[src/common/sipo_latch_pkg.sv]
package sipo_latch_pkg;
  localparam int WIDTH = 8;
  localparam int LAST_STAGE = 7;
  localparam int SYNC_DEPTH = 2;
  localparam logic [7:0] CHAIN_CLEARED = 8'h00;
  localparam logic [1:0] BUF_DEPTH = 2'h2;
  localparam logic [7:0] OE_OFF = 8'hFF;

  typedef struct packed {
    logic shift_clk;
    logic latch_clk;
    logic chain_clear_n;
    logic out_enable_n;
    logic serial_in;
  } pin_in_type;

  // idle pin levels: clocks low, clear and enable released
  localparam pin_in_type PIN_IDLE = '{shift_clk: 1'b0, latch_clk: 1'b0, chain_clear_n: 1'b1,
                                     out_enable_n: 1'b1, serial_in: 1'b0};

  typedef struct packed {
    logic [7:0] par_out;
    logic [7:0] par_oe_n;
    logic cascade_out;
  } pin_out_type;
endpackage : sipo_latch_pkg

[src/core/serial_in_latched_parallel_out.sv]
`timescale 1ns/1ns
module serial_in_latched_parallel_out (
  // clock and reset
  input wire logic clk,
  input wire logic rst,
  input wire logic clk_en,
  // pins from the host
  input wire logic shift_clk,
  input wire logic latch_clk,
  input wire logic chain_clear_n,
  input wire logic out_enable_n,
  input wire logic serial_in,
  // parallel output pin, two signals per bit
  output logic [7:0] par_out,
  output logic [7:0] par_oe_n,
  // cascade
  output logic cascade_out,
  // stored word stream to the core side
  output logic word_valid,
  output logic [7:0] word_data,
  input wire logic word_ready,
  output logic word_overflow
);
  sipo_latch_pkg::pin_in_type sync1, sync2, sync_prev;
  logic [sipo_latch_pkg::WIDTH-1:0] stage_bits;
  logic [sipo_latch_pkg::WIDTH-1:0] storage;
  logic shift_rise, latch_rise;
  logic [7:0] buf_mem [0:1];
  logic buf_wr_ptr, buf_rd_ptr;
  logic [1:0] buf_count;
  logic buf_in_ready;
  logic [7:0] loaded_word;
  logic push;
  logic pop;
  logic [1:0] next_count;
  logic next_rd_ptr;
  logic [7:0] next_head;

  // clear forces zeros even before the chain flops have caught up
  function automatic logic [7:0] latch_word(input logic clear_n, input logic [7:0] chain);
    if (clear_n) begin
      return chain;
    end
    return sipo_latch_pkg::CHAIN_CLEARED;
  endfunction : latch_word

  // low-to-high step between two synchronised samples
  function automatic logic rise_of(input logic level_now, input logic level_before);
    return level_now & ~level_before;
  endfunction : rise_of

  // two flops on every pin; first stage read only by the second
  // reset to idle levels so no false edge or clear follows reset
  always_ff @(posedge clk) begin
    if (rst) begin
      sync1 <= sipo_latch_pkg::PIN_IDLE;
    end else if (clk_en) begin
      sync1 <= {shift_clk, latch_clk, chain_clear_n, out_enable_n, serial_in};
    end
  end

  always_ff @(posedge clk) begin
    if (rst) begin
      sync2 <= sipo_latch_pkg::PIN_IDLE;
    end else if (clk_en) begin
      sync2 <= sync1;
    end
  end

  always_ff @(posedge clk) begin
    if (rst) begin
      sync_prev <= sipo_latch_pkg::PIN_IDLE;
    end else if (clk_en) begin
      sync_prev <= sync2;
    end
  end

  assign shift_rise = rise_of(sync2.shift_clk, sync_prev.shift_clk);
  assign latch_rise = rise_of(sync2.latch_clk, sync_prev.latch_clk);

  // clear is sampled, not truly asynchronous: it acts within the sync latency
  always_ff @(posedge clk) begin
    if (rst) begin
      stage_bits <= sipo_latch_pkg::CHAIN_CLEARED;
    end else if (clk_en) begin
      if (!sync2.chain_clear_n) begin
        stage_bits <= sipo_latch_pkg::CHAIN_CLEARED;
      end else if (shift_rise) begin
        stage_bits <= {stage_bits[sipo_latch_pkg::WIDTH-2:0], sync2.serial_in};
      end
    end
  end

  // no reset on storage; takes pre-shift chain on a shared edge
  always_ff @(posedge clk) begin
    if (clk_en && latch_rise) begin
      storage <= latch_word(sync2.chain_clear_n, stage_bits);
    end
  end

  // cascade follows the last stage; clear wins over a shift in the same cycle
  always_ff @(posedge clk) begin
    if (rst) begin
      cascade_out <= 1'b0;
    end else if (clk_en) begin
      if (!sync2.chain_clear_n) begin
        cascade_out <= 1'b0;
      end else if (shift_rise) begin
        cascade_out <= stage_bits[sipo_latch_pkg::LAST_STAGE-1];
      end
    end
  end

  // enable only gates the pin drivers, never the registers
  always_ff @(posedge clk) begin
    if (rst) begin
      par_oe_n <= sipo_latch_pkg::OE_OFF;
    end else if (clk_en) begin
      par_oe_n <= {sipo_latch_pkg::WIDTH{sync2.out_enable_n}};
    end
  end

  // par_out mirrors storage; clear alone leaves it
  always_ff @(posedge clk) begin
    if (rst) begin
      par_out <= sipo_latch_pkg::CHAIN_CLEARED;
    end else if (clk_en && latch_rise) begin
      par_out <= latch_word(sync2.chain_clear_n, stage_bits);
    end
  end

  // two-entry buffer: each latch event pushes the stored word unless the buffer is full
  assign loaded_word = latch_word(sync2.chain_clear_n, stage_bits);
  assign buf_in_ready = (buf_count != sipo_latch_pkg::BUF_DEPTH);

  always_comb begin
    push = latch_rise & buf_in_ready;
    pop = word_valid & word_ready;
    next_count = buf_count + {1'b0, push} - {1'b0, pop};
    next_rd_ptr = buf_rd_ptr;
    if (pop) begin
      next_rd_ptr = ~buf_rd_ptr;
    end
    // a word pushed into an emptying buffer is not in memory yet, so bypass it
    next_head = buf_mem[next_rd_ptr];
    if (push && next_count == 2'h1) begin
      next_head = loaded_word;
    end
  end

  always_ff @(posedge clk) begin
    if (rst) begin
      buf_count <= 2'h0;
    end else if (clk_en) begin
      buf_count <= next_count;
    end
  end

  // memory needs no reset: a slot read before it is written reaches word_data only while word_valid is low
  always_ff @(posedge clk) begin
    if (clk_en && push) begin
      buf_mem[buf_wr_ptr] <= loaded_word;
    end
  end

  always_ff @(posedge clk) begin
    if (rst) begin
      buf_wr_ptr <= 1'b0;
    end else if (clk_en && push) begin
      buf_wr_ptr <= ~buf_wr_ptr;
    end
  end

  always_ff @(posedge clk) begin
    if (rst) begin
      buf_rd_ptr <= 1'b0;
    end else if (clk_en) begin
      buf_rd_ptr <= next_rd_ptr;
    end
  end

  // head of the buffer registered so the outputs come from flops
  always_ff @(posedge clk) begin
    if (rst) begin
      word_valid <= 1'b0;
      word_data <= sipo_latch_pkg::CHAIN_CLEARED;
    end else if (clk_en) begin
      word_valid <= (next_count != 2'h0);
      word_data <= next_head;
    end
  end

  // a pin source cannot be stalled, so a full buffer flags the lost word
  always_ff @(posedge clk) begin
    if (rst) begin
      word_overflow <= 1'b0;
    end else if (clk_en) begin
      word_overflow <= latch_rise & ~buf_in_ready;
    end
  end
endmodule : serial_in_latched_parallel_out

[config.mk]
export PLATFORM = sky130hd
export DESIGN_NAME = serial_in_latched_parallel_out
export DESIGN_NICKNAME = d
export VERILOG_FILES = /design/src/common/sipo_latch_pkg.sv /design/src/core/serial_in_latched_parallel_out.sv
export SDC_FILE = /design/constraint.sdc
export NUM_CORES = 1
export LEC_CHECK = 0
export BUFFER_PORTS_ARGS = -buffer_cell sky130_fd_sc_hd__buf_4
export CORE_ASPECT_RATIO = 1.25
export CORE_MARGIN = 1.5
export CORE_UTILIZATION = 53
export CTS_BUF_LIST = sky130_fd_sc_hd__clkbuf_4
export DETAILED_ROUTE_END_ITERATION = 7
export PLACE_DENSITY = 0.82
export SLEW_MARGIN = 0
export SYNTH_ARGS = -nofsm -noshare
export SYNTH_HDL_FRONTEND = slang
export SYNTH_SLANG_ARGS = --single-unit
export TNS_END_PERCENT = 30
[constraint.sdc]
create_clock -name clk -period 2.6 [get_ports clk]
set_clock_uncertainty 0.15 [all_clocks]
set_input_delay 0.39 -clock clk [delete_from_list [all_inputs] [get_ports clk]]
set_output_delay 0.39 -clock clk [all_outputs]
set_load 0.02 [all_outputs]
==> results_dict.tcl, run 1 <==
set metrics [dict create \
    status "finished clean" \
    ctsLongestPathBuffers 2 \
    avgSynthCellArea_sq_um 10.4 \
    synth_edf_count 16 \
    max_stage_delay_ps 410 \
    htree_levels 3 \
    cp_data_arrival_time_ps 2640 \
    critical_path_buf_inv_count 2 \
    portBuffers 35 \
    synth_top_area_share_pct 35.0 \
    ios 36 \
    relSlewSlack_pct 57.6 \
    pwr-share-clk_pct 38.5 \
    drv_slew 0 \
    drc 0 \
    drt-pass1-iter-count 4 \
    synth_cell_types 37 \
    start_kind "register" \
    netlist_area_sq_mm 0.00246 \
    vias 1770 \
    synthTopCellsByCount "dfxtp_1, nor2_1, nand2_1, mux2i_1, edfxtp_1" \
    r2r_start "buf_count[1]$_SDFFE_PP0P_" \
    cap_violations 0 \
    required_ps 2710 \
    synth_area_leaders "dfxtp_1, edfxtp_1, mux2i_1" \
    cp-end-kind "register" \
    syn_to_final_growth_pct 19.7 \
    crit_chain "nor2b_2 > or2_4 > ha_4 > inv_2 > ha_4 > xor3_2 > nor4b_4 > buf_6 > a311o_1 > a31oi_1" \
    grt_pass1_wl_mm 7.52 \
    seqPwrFrac_pct 51.6 \
    post-route-period-util_pct 97.3 \
    drtIter0Drc 124 \
    grt_pass1_vias 1627 \
    cp_top_family "simple AND/OR/NAND/NOR gates" \
    vias_per_cell 5.33 \
    yosys_warnings 0 \
    peakVddDrop_mv 0.519 \
    cts_buffers 9 \
    drt_wl_total_mm 4.60 \
    path_max_fanout 8 \
    gp_congestion 0.756 \
    hold_viol 0 \
    final_antenna_net_count 0 \
    dpl.hpwl_mm 2.94 \
    wl_per_cell_microns 13.9 \
    finalSetupTns_ps 0 \
    die_h_microns 79.2 \
    cts_tree "built" \
    cp-startpoint "buf_count[1]$_SDFFE_PP0P_" \
    synth_nets 247 \
    fmax_mhz 395 \
    clk_latency_ps 400 \
    clkSinkCount 59 \
    core_area_sq_mm 0.00443 \
    synth_area_leader_cell "dfxtp_1" \
    grt_max_degree 44 \
    p_leak_nw 1.26 \
    min_path_type "in -> reg" \
    crit_slowest_cell "xor3_2" \
    layout.nets 280 \
    p_switching_w 0.000448 \
    syn_inst 236 \
    worst_pin_slew_ps 632 \
    p_per_area_mw_per_mm2 649 \
    hp-start "chain_clear_n" \
    antenna_found_initial 0 \
    grt_usage_pct 19.4 \
    intPower_w 0.00146 \
    n_fill_cell 342 \
    ys_ff_latch 59 \
    cts_hold_buffers 0 \
    die_w_microns 63.9 \
    rsz0062_at_grt "no" \
    comb_power_share_pct 9.9 \
    sw_frac_of_total_pct 23.5 \
    setup_viol 0 \
    yosysSeqAreaShare_pct 54.6 \
    path_common_cell "ha_4" \
    start_util_pct 55.6 \
    setup.worst_path.class "reg -> reg" \
    grt_overflow 0 \
    cts_root_buf "clkbuf_4" \
    placed_cell_area_sq_mm 0.00273 \
    drive_gt1_share_pct 26.6 \
    num_rows 27 \
    diodes 0 \
    synthArstFlopShare_pct 0 \
    layout_min_cycle_time_ps 2530 \
    synth-main-ff-cell "dfxtp_1" \
    clk_pin_slew_ps 90 \
    synth_most_common_cell "dfxtp_1" \
    die_area_sq_mm 0.00506 \
    fin_area_sq_mm 0.00294 \
]
[path summary, 6_finish.rpt]
check | end | slack [ps] | depth (start not counted)
min | sync1[2]$_SDFFE_PP1P_ | 50 | 2
max reg2reg | word_data[5]$_SDFFE_PP0P_ | 70 | 10
min reg2reg | sync2[1]$_SDFFE_PP1P_ | 320 | 1
max | word_data[5]$_SDFFE_PP0P_ | 70 | 10
[cells by family after synthesis]
family                   synth area share (%)
AO/OA/AOI/OAI                            14.3
flip-flops                               54.6
adder cells (fa/ha/maj)                  1.02
AND/OR/NAND/NOR                          14.3
buffers and inverters                    6.21
multiplexers                             6.92
XOR/XNOR                                 2.75
[layout by cell type, fill, tap and decap left out, types with 2 or more instances in the layout]
| master | n |
|---|---|
| inv_1 | 8 |
| a31oi_1 | 8 |
| xor2_1 | 3 |
| clkbuf_4 | 11 |
| nor2_1 | 32 |
| bufinv_16 | 2 |
| a22o_1 | 5 |
| nor2b_1 | 5 |
| dfxtp_2 | 4 |
| a211o_1 | 5 |
| mux2i_1 | 17 |
| a22oi_1 | 6 |
| a32oi_1 | 3 |
| a21oi_1 | 8 |
| nand2_1 | 27 |
| nor3_1 | 2 |
| dfxtp_1 | 39 |
| buf_4 | 42 |
| clkinv_2 | 2 |
| a311o_1 | 8 |
| edfxtp_1 | 16 |
| ha_4 | 2 |
[state kept, by name (all words and copies together), names as in the netlist, 2 cells and up]
register,flops
buf_mem,16
par_out,8
stage_bits,8
word_data,8
sync1,5
sync2,5
buf_count,2
sync_prev,2
[power by group through the flow]
| stage | sequential, W | combinational [W] | clock (W) |
|---|---|---|---|
| after floorplan | 0.00101 | 0.000126 | 0 |
| after global placement | 0.00100 | 0.000179 | 0 |
| after detailed placement | 0.00101 | 0.000182 | 0 |
| after CTS | 0.000984 | 0.000182 | 0.000744 |
| after global routing | 0.000990 | 0.000205 | 0.000796 |
| final | 0.000985 | 0.000190 | 0.000736 |
[per-stage QoR]
step	utilization [%]	worst slack, ps	hold WS [ps]	power, W	instances
final	66.5	69.7	49.1	0.00191	332
after global routing	66.5	3.00	12.9	0.00199	332
after CTS	65.3	94.1	35.7	0.00191	331
after detailed placement	61.7	110	297	0.00119	315
after global placement	61.7	174	285	0.00118	315
after floorplan	-	65.8	281	0.00114	236
[metal layers]
layer  global-route usage (%)  share of wire [%]  routed length (microns)  up-vias
met4                     9.13                1.3                       59        0
met1                     24.0                 44                     2030      831
li1                         -                  -                        -      895
met2                     31.3                 50                     2300       39
met3                     5.52                4.7                      216        5
met5                        0                  0                        0        -
[final cells by class]
class,instances,area [sq um],share of cell area (%)
Multi-Input combinational cell,146,1000,34.0
Clock buffer,11,82.6,2.81
Tap cell,58,72.6,2.47
Timing Repair Buffer,43,327,11.1
Inverter,10,37.5,1.28
Clock inverter,5,77.6,2.64
Sequential cell,59,1350,45.7
[worst register-to-register path, delay by kind of cell (launching register included)]
family,cells,cell delay [ps]
buffers and inverters,2,200
xor gates and xnor gates,1,410
AOI/OAI and AO/OA,2,210
DFF,1,330
and+or+nand+nor,3,690
adders and majority gates,2,410
[timing repair]
item / 4_1_cts / 5_1_grt
setup buffers: 0 / 1
endpoints found under the setup margin: 0 / 1
resized for setup: 0 / 11
Power figures use the tool's default switching activity.
==> run 2, diff against run 1 <==
BUFFER_PORTS_ARGS = default   (was -buffer_cell sky130_fd_sc_hd__buf_4)
CORE_ASPECT_RATIO = 0.7   (was 1.25)
CORE_UTILIZATION = 59   (was 53)
DONT_BUFFER_PORTS = 1   (was default)
==> run 2 against run 1 <==
Combinational power down 25%. Global-route usage up 3.7 points. Worst setup slack worse by 11 ps. Sequential share of layout area up 3.1 points. Via count fell by 4.8%. Cell count shrank 9.9%. Die area is 9.7% lower. Clock-buffer cell count decreased by 2. Largest cell class unchanged.
==> results_dict.tcl, run 2 (same netlist as run 1, synthesis figures left out) <==
set metrics [dict create \
    holdWs_ps 52.7 \
    r2r_start "sync_prev[3]$_SDFFE_PP0P_" \
    worst_pin_slew_ps 1040 \
    setup_ws_ps 58.4 \
    diodes 0 \
    vias_per_cell 5.64 \
    min_path_type "in -> reg" \
    grt_overflow 0 \
    grt_pass1_vias 1505 \
    fin_area_sq_mm 0.00276 \
    post-route-period-util_pct 97.8 \
    grt_pass1_wl_mm 7.53 \
    p_total_w 0.00185 \
    start_kind "register" \
    cp-end-kind "register" \
    die_area_sq_mm 0.00457 \
    drtIter0Drc 103 \
    wl_per_cell_microns 16.0 \
    cts_buffers 9 \
    gp_congestion 0.804 \
    largest_reg_flops 16 \
    final_common_cell "dfxtp_1" \
    final_cell_mix "dfxtp_1, nor2_1, nand2_1" \
    clk_pin_slew_ps 100 \
    clkSinkCount 59 \
    cp-startpoint "sync_prev[3]$_SDFFE_PP0P_" \
    p_per_area_mw_per_mm2 670 \
    setup.worst_path.class "reg -> reg" \
    pwr-share-clk_pct 37.8 \
    cap_violations 0 \
    p_switching_w 0.000436 \
    clk_latency_ps 400 \
    ctsLongestPathBuffers 2 \
    required_ps 2690 \
    hold_viol 0 \
    drv_slew 0 \
    start_util_pct 62.3 \
    n_fill_cell 307 \
    rsz0062_at_grt "yes" \
    status "finished clean" \
    drt_wl_total_mm 4.78 \
    vias 1685 \
    ios 36 \
    seqPwrFrac_pct 54.6 \
    intPower_w 0.00142 \
    post-place-ws_ps 81.2 \
    sw_frac_of_total_pct 23.5 \
    die_w_microns 80.2 \
    seqCellArea_sq_mm 0.00135 \
    grt_usage_pct 23.1 \
    layout_min_cycle_time_ps 2540 \
    relSlewSlack_pct 30.2 \
    placed_cell_area_sq_mm 0.00245 \
    top_register "buf_mem" \
    path_max_fanout 8 \
    drive_gt1_share_pct 15.0 \
    p_leak_nw 1.12 \
    htree_levels 3 \
    portBuffers 0 \
    drt-pass1-iter-count 4 \
    core_area_sq_mm 0.00395 \
    cts_root_buf "clkbuf_4" \
    layout.nets 253 \
    fmax_mhz 393 \
    multi_input_area_sq_mm 0.00100 \
    syn_to_final_growth_pct 12.3 \
    antenna_found_initial 0 \
    num_rows 19 \
    drc 0 \
    die_h_microns 57.0 \
    cts_tree "built" \
    dpl.hpwl_mm 2.89 \
    peakVddDrop_mv 0.513 \
    cp_data_arrival_time_ps 2630 \
    final_antenna_net_count 0 \
    utilization_pct 70.0 \
    hp-start "clk_en" \
    comb_power_share_pct 7.7 \
    setup_viol 0 \
    grt_max_degree 44 \
]
-- run 2: cell count changes in the layout (fill, tap and decap cells not counted), sizes merged --
cell and change:
dlygate4sd3 +8, clkinv +3, buf -35, clkbuf -2
clkinvlp -1
-- run 2: final timing paths --
path / slack, ps / cells after the start / to
max reg2reg: 60 / 10 / word_data[1]$_SDFFE_PP0P_
min: 50 / 2 / word_data[1]$_SDFFE_PP0P_
min reg2reg: 320 / 1 / sync2[1]$_SDFFE_PP1P_
max: 60 / 10 / word_data[1]$_SDFFE_PP0P_
-- run 2: cell type report --
cell class | instances | area share (%)
tap | 52 | 2.36
sequential | 59 | 48.8
timing repair buffer | 16 | 5.66
inverter | 10 | 1.36
clock inverter | 7 | 2.99
clock buffer | 9 | 2.45
multi-input combinational | 146 | 36.4
-- run 2: repair_timing --
action	CTS	global route
endpoints found under the hold margin	43	1
buffers inserted	0	1
hold buffers	8	1
resized for setup	0	12
setup endpoints to repair	0	8
-- run 2: layer usage --
layer	up-vias	global-route usage, %	wire length, microns
met1	790	31.3	2250
met3	4	11.5	317
met2	45	32.5	2150
met4	0	7.39	55
met5	-	0	0
li1	846	-	-
-- run 2: critical path, stage by stage, from the launching register on --
cell and delay, ps:
dfxtp_2 330, nand2b_4 130, or2_4 250, ha_4 260, inv_2 40, ha_4 150
xor3_2 420, nor4b_4 270, buf_6 170, a311o_1 170, a31oi_1 40
-- run 2: stage by stage --
step	instances	TNS (ps)
finish	299	0
global route	299	-344
CTS	297	0
detailed placement	273	0
global placement	273	0
floorplan	236	0
-- run 2: power by group through the flow --
stage,Sequential [W],Combinational [W],Clock (W)
final,0.00101,0.000142,0.000699
after global routing,0.00102,0.000155,0.000765
after CTS,0.00101,0.000134,0.000710
after detailed placement,0.00103,0.000104,0
after global placement,0.00103,0.000101,0
after floorplan,0.00101,0.000126,0
==> run 3, diff against run 2 <==
CORE_ASPECT_RATIO = default   (was 0.7)
==> run 3 against run 2 <==
Combinational power about the same. Register-to-register slack worse by 30 ps. Cell count did not move. Die area is 0.13% lower. Critical path depth unchanged. Clock-buffer cell count unchanged. Non-clock buffer count up 2. Critical path type unchanged. Critical endpoint is now word_data[4]$_SDFFE_PP0P_.
==> results_dict.tcl, run 3 (same netlist as run 1, synthesis figures left out) <==
set metrics [dict create \
    status "finished clean" \
    cap_violations 0 \
    drc 0 \
    r2r_start "buf_count[1]$_SDFFE_PP0P_" \
    clkSinkCount 59 \
    top_register "buf_mem" \
    vias 1751 \
    num_rows 23 \
    grt_max_degree 41 \
    cp_data_arrival_time_ps 2630 \
    holdWs_ps 17.0 \
    ctsLongestPathBuffers 2 \
    largest_reg_flops 16 \
    cp-end-kind "register" \
    start_kind "register" \
    p_total_w 0.00188 \
    ios 36 \
    cp_top_family "simple AND/OR/NAND/NOR gates" \
    cts_root_buf "clkbuf_4" \
    final_cell_mix "dfxtp_1, nor2_1, nand2_1" \
    diodes 0 \
    die_area_sq_mm 0.00456 \
    hold_viol 0 \
    path_common_cell "ha_4" \
    start_util_pct 61.5 \
    min_path_type "in -> reg" \
    die_h_microns 67.6 \
    cp-startpoint "buf_count[1]$_SDFFE_PP0P_" \
    drv_slew 0 \
    final_common_cell "dfxtp_1" \
    gp_congestion 0.796 \
    dpl.hpwl_mm 3.00 \
    path_max_fanout 8 \
    portBuffers 0 \
    core_area_sq_mm 0.00400 \
    r2r_slack_ps 30 \
    cts_buffers 9 \
    wl_per_cell_microns 16.9 \
    required_ps 2660 \
    rsz0062_at_grt "yes" \
    max_stage_delay_ps 420 \
    grt_pass1_vias 1621 \
    critical_path_buf_inv_count 2 \
    die_w_microns 67.6 \
    setup_viol 0 \
    grt_overflow 0 \
    grt_pass1_wl_mm 7.68 \
    cts_tree "built" \
    final_antenna_net_count 0 \
    vias_per_cell 5.86 \
    htree_levels 3 \
    worst_pin_slew_ps 922 \
    post-route-period-util_pct 98.8 \
    drtIter0Drc 174 \
    hp-start "clk_en" \
    drive_gt1_share_pct 16.1 \
    relSlewSlack_pct 38.3 \
    clk_latency_ps 390 \
    crit_chain "nor2b_2 > or2_4 > ha_4 > inv_2 > ha_4 > xor3_2 > nor4b_4 > buf_6 > a311o_1 > a31oi_1" \
    antenna_found_initial 0 \
    fmax_mhz 389 \
    layout_min_cycle_time_ps 2570 \
    layout.nets 255 \
    p_per_area_mw_per_mm2 675 \
    drt-pass1-iter-count 4 \
    syn_to_final_growth_pct 13.0 \
    setup.worst_path.class "reg -> reg" \
    grt_usage_pct 23.7 \
    p_leak_nw 1.13 \
    crit_slowest_cell "xor3_2" \
    peakVddDrop_mv 0.371 \
    drt_wl_total_mm 5.06 \
    clk_pin_slew_ps 100 \
]
[run 3: changes by cell type in the layout (fill, tap and decap cells not counted), sizes merged]
cell	before	now
buf	8	10
clkinv	6	4
clkinvlp	0	2
[run 3: through the flow]
step	util [%]	area, sq um	TNS [ps]	setup slack [ps]	instances
global route	69.5	2780	-319	-61.8	299
global placement	61.5	2460	0	182	272
floorplan	-	2460	0	65.8	236
CTS	68.0	2720	0	18.9	297
finish	69.5	2780	0	30.0	299
detailed placement	61.5	2460	0	106	272
[run 3: metal layers]
metal,vias up,track usage [%],wire (microns),part of all wire (%)
met1,826,29.8,1980,39
met5,-,0,0,0
li1,851,-,-,-
met4,0,13.8,110,2.2
met2,65,37.0,2580,51
met3,9,5.67,387,7.6
[run 3: cell type report]
cell class / instances / area (sq um)
sequential: 59 / 1350
fill: 298 / 1220
multi-input combinational: 146 / 1000
timing repair buffer: 18 / 171
clock inverter: 7 / 92.6
clock buffer: 9 / 67.6
tap: 50 / 62.6
inverter: 10 / 37.5
[run 3: worst reg2reg max path: cells and delay by family, from the launching register on]
family	cells	cell delay, ps
and+or+nand+nor	3	680
adders and majority gates	2	410
DFF	1	330
buffers and inverters	2	200
AOI/OAI and AO/OA	2	210
xor gates and xnor gates	1	420
[run 3: worst paths after layout]
path | to | cells past startpoint
worst min-delay path | sync_prev[4]$_SDFFE_PP0P_ | 2
worst max register to register | word_data[4]$_SDFFE_PP0P_ | 10
worst min register to register | sync2[1]$_SDFFE_PP1P_ | 1
worst max-delay path | word_data[4]$_SDFFE_PP0P_ | 10
[run 3: power breakdown]
group	switching (W)	internal (W)
Sequential	0.0000451	0.000965
Combinational	0.0000727	0.0000727
Clock	0.000335	0.000386
Total	0.000453	0.00142
[run 3: timing repair]
action / 4_1_cts / 5_1_grt
resized for setup: 0 / 11
endpoints found under the hold margin: 43 / 0
setup endpoints to repair: 0 / 8
buffers inserted: 0 / 2
hold buffers: 9 / 0
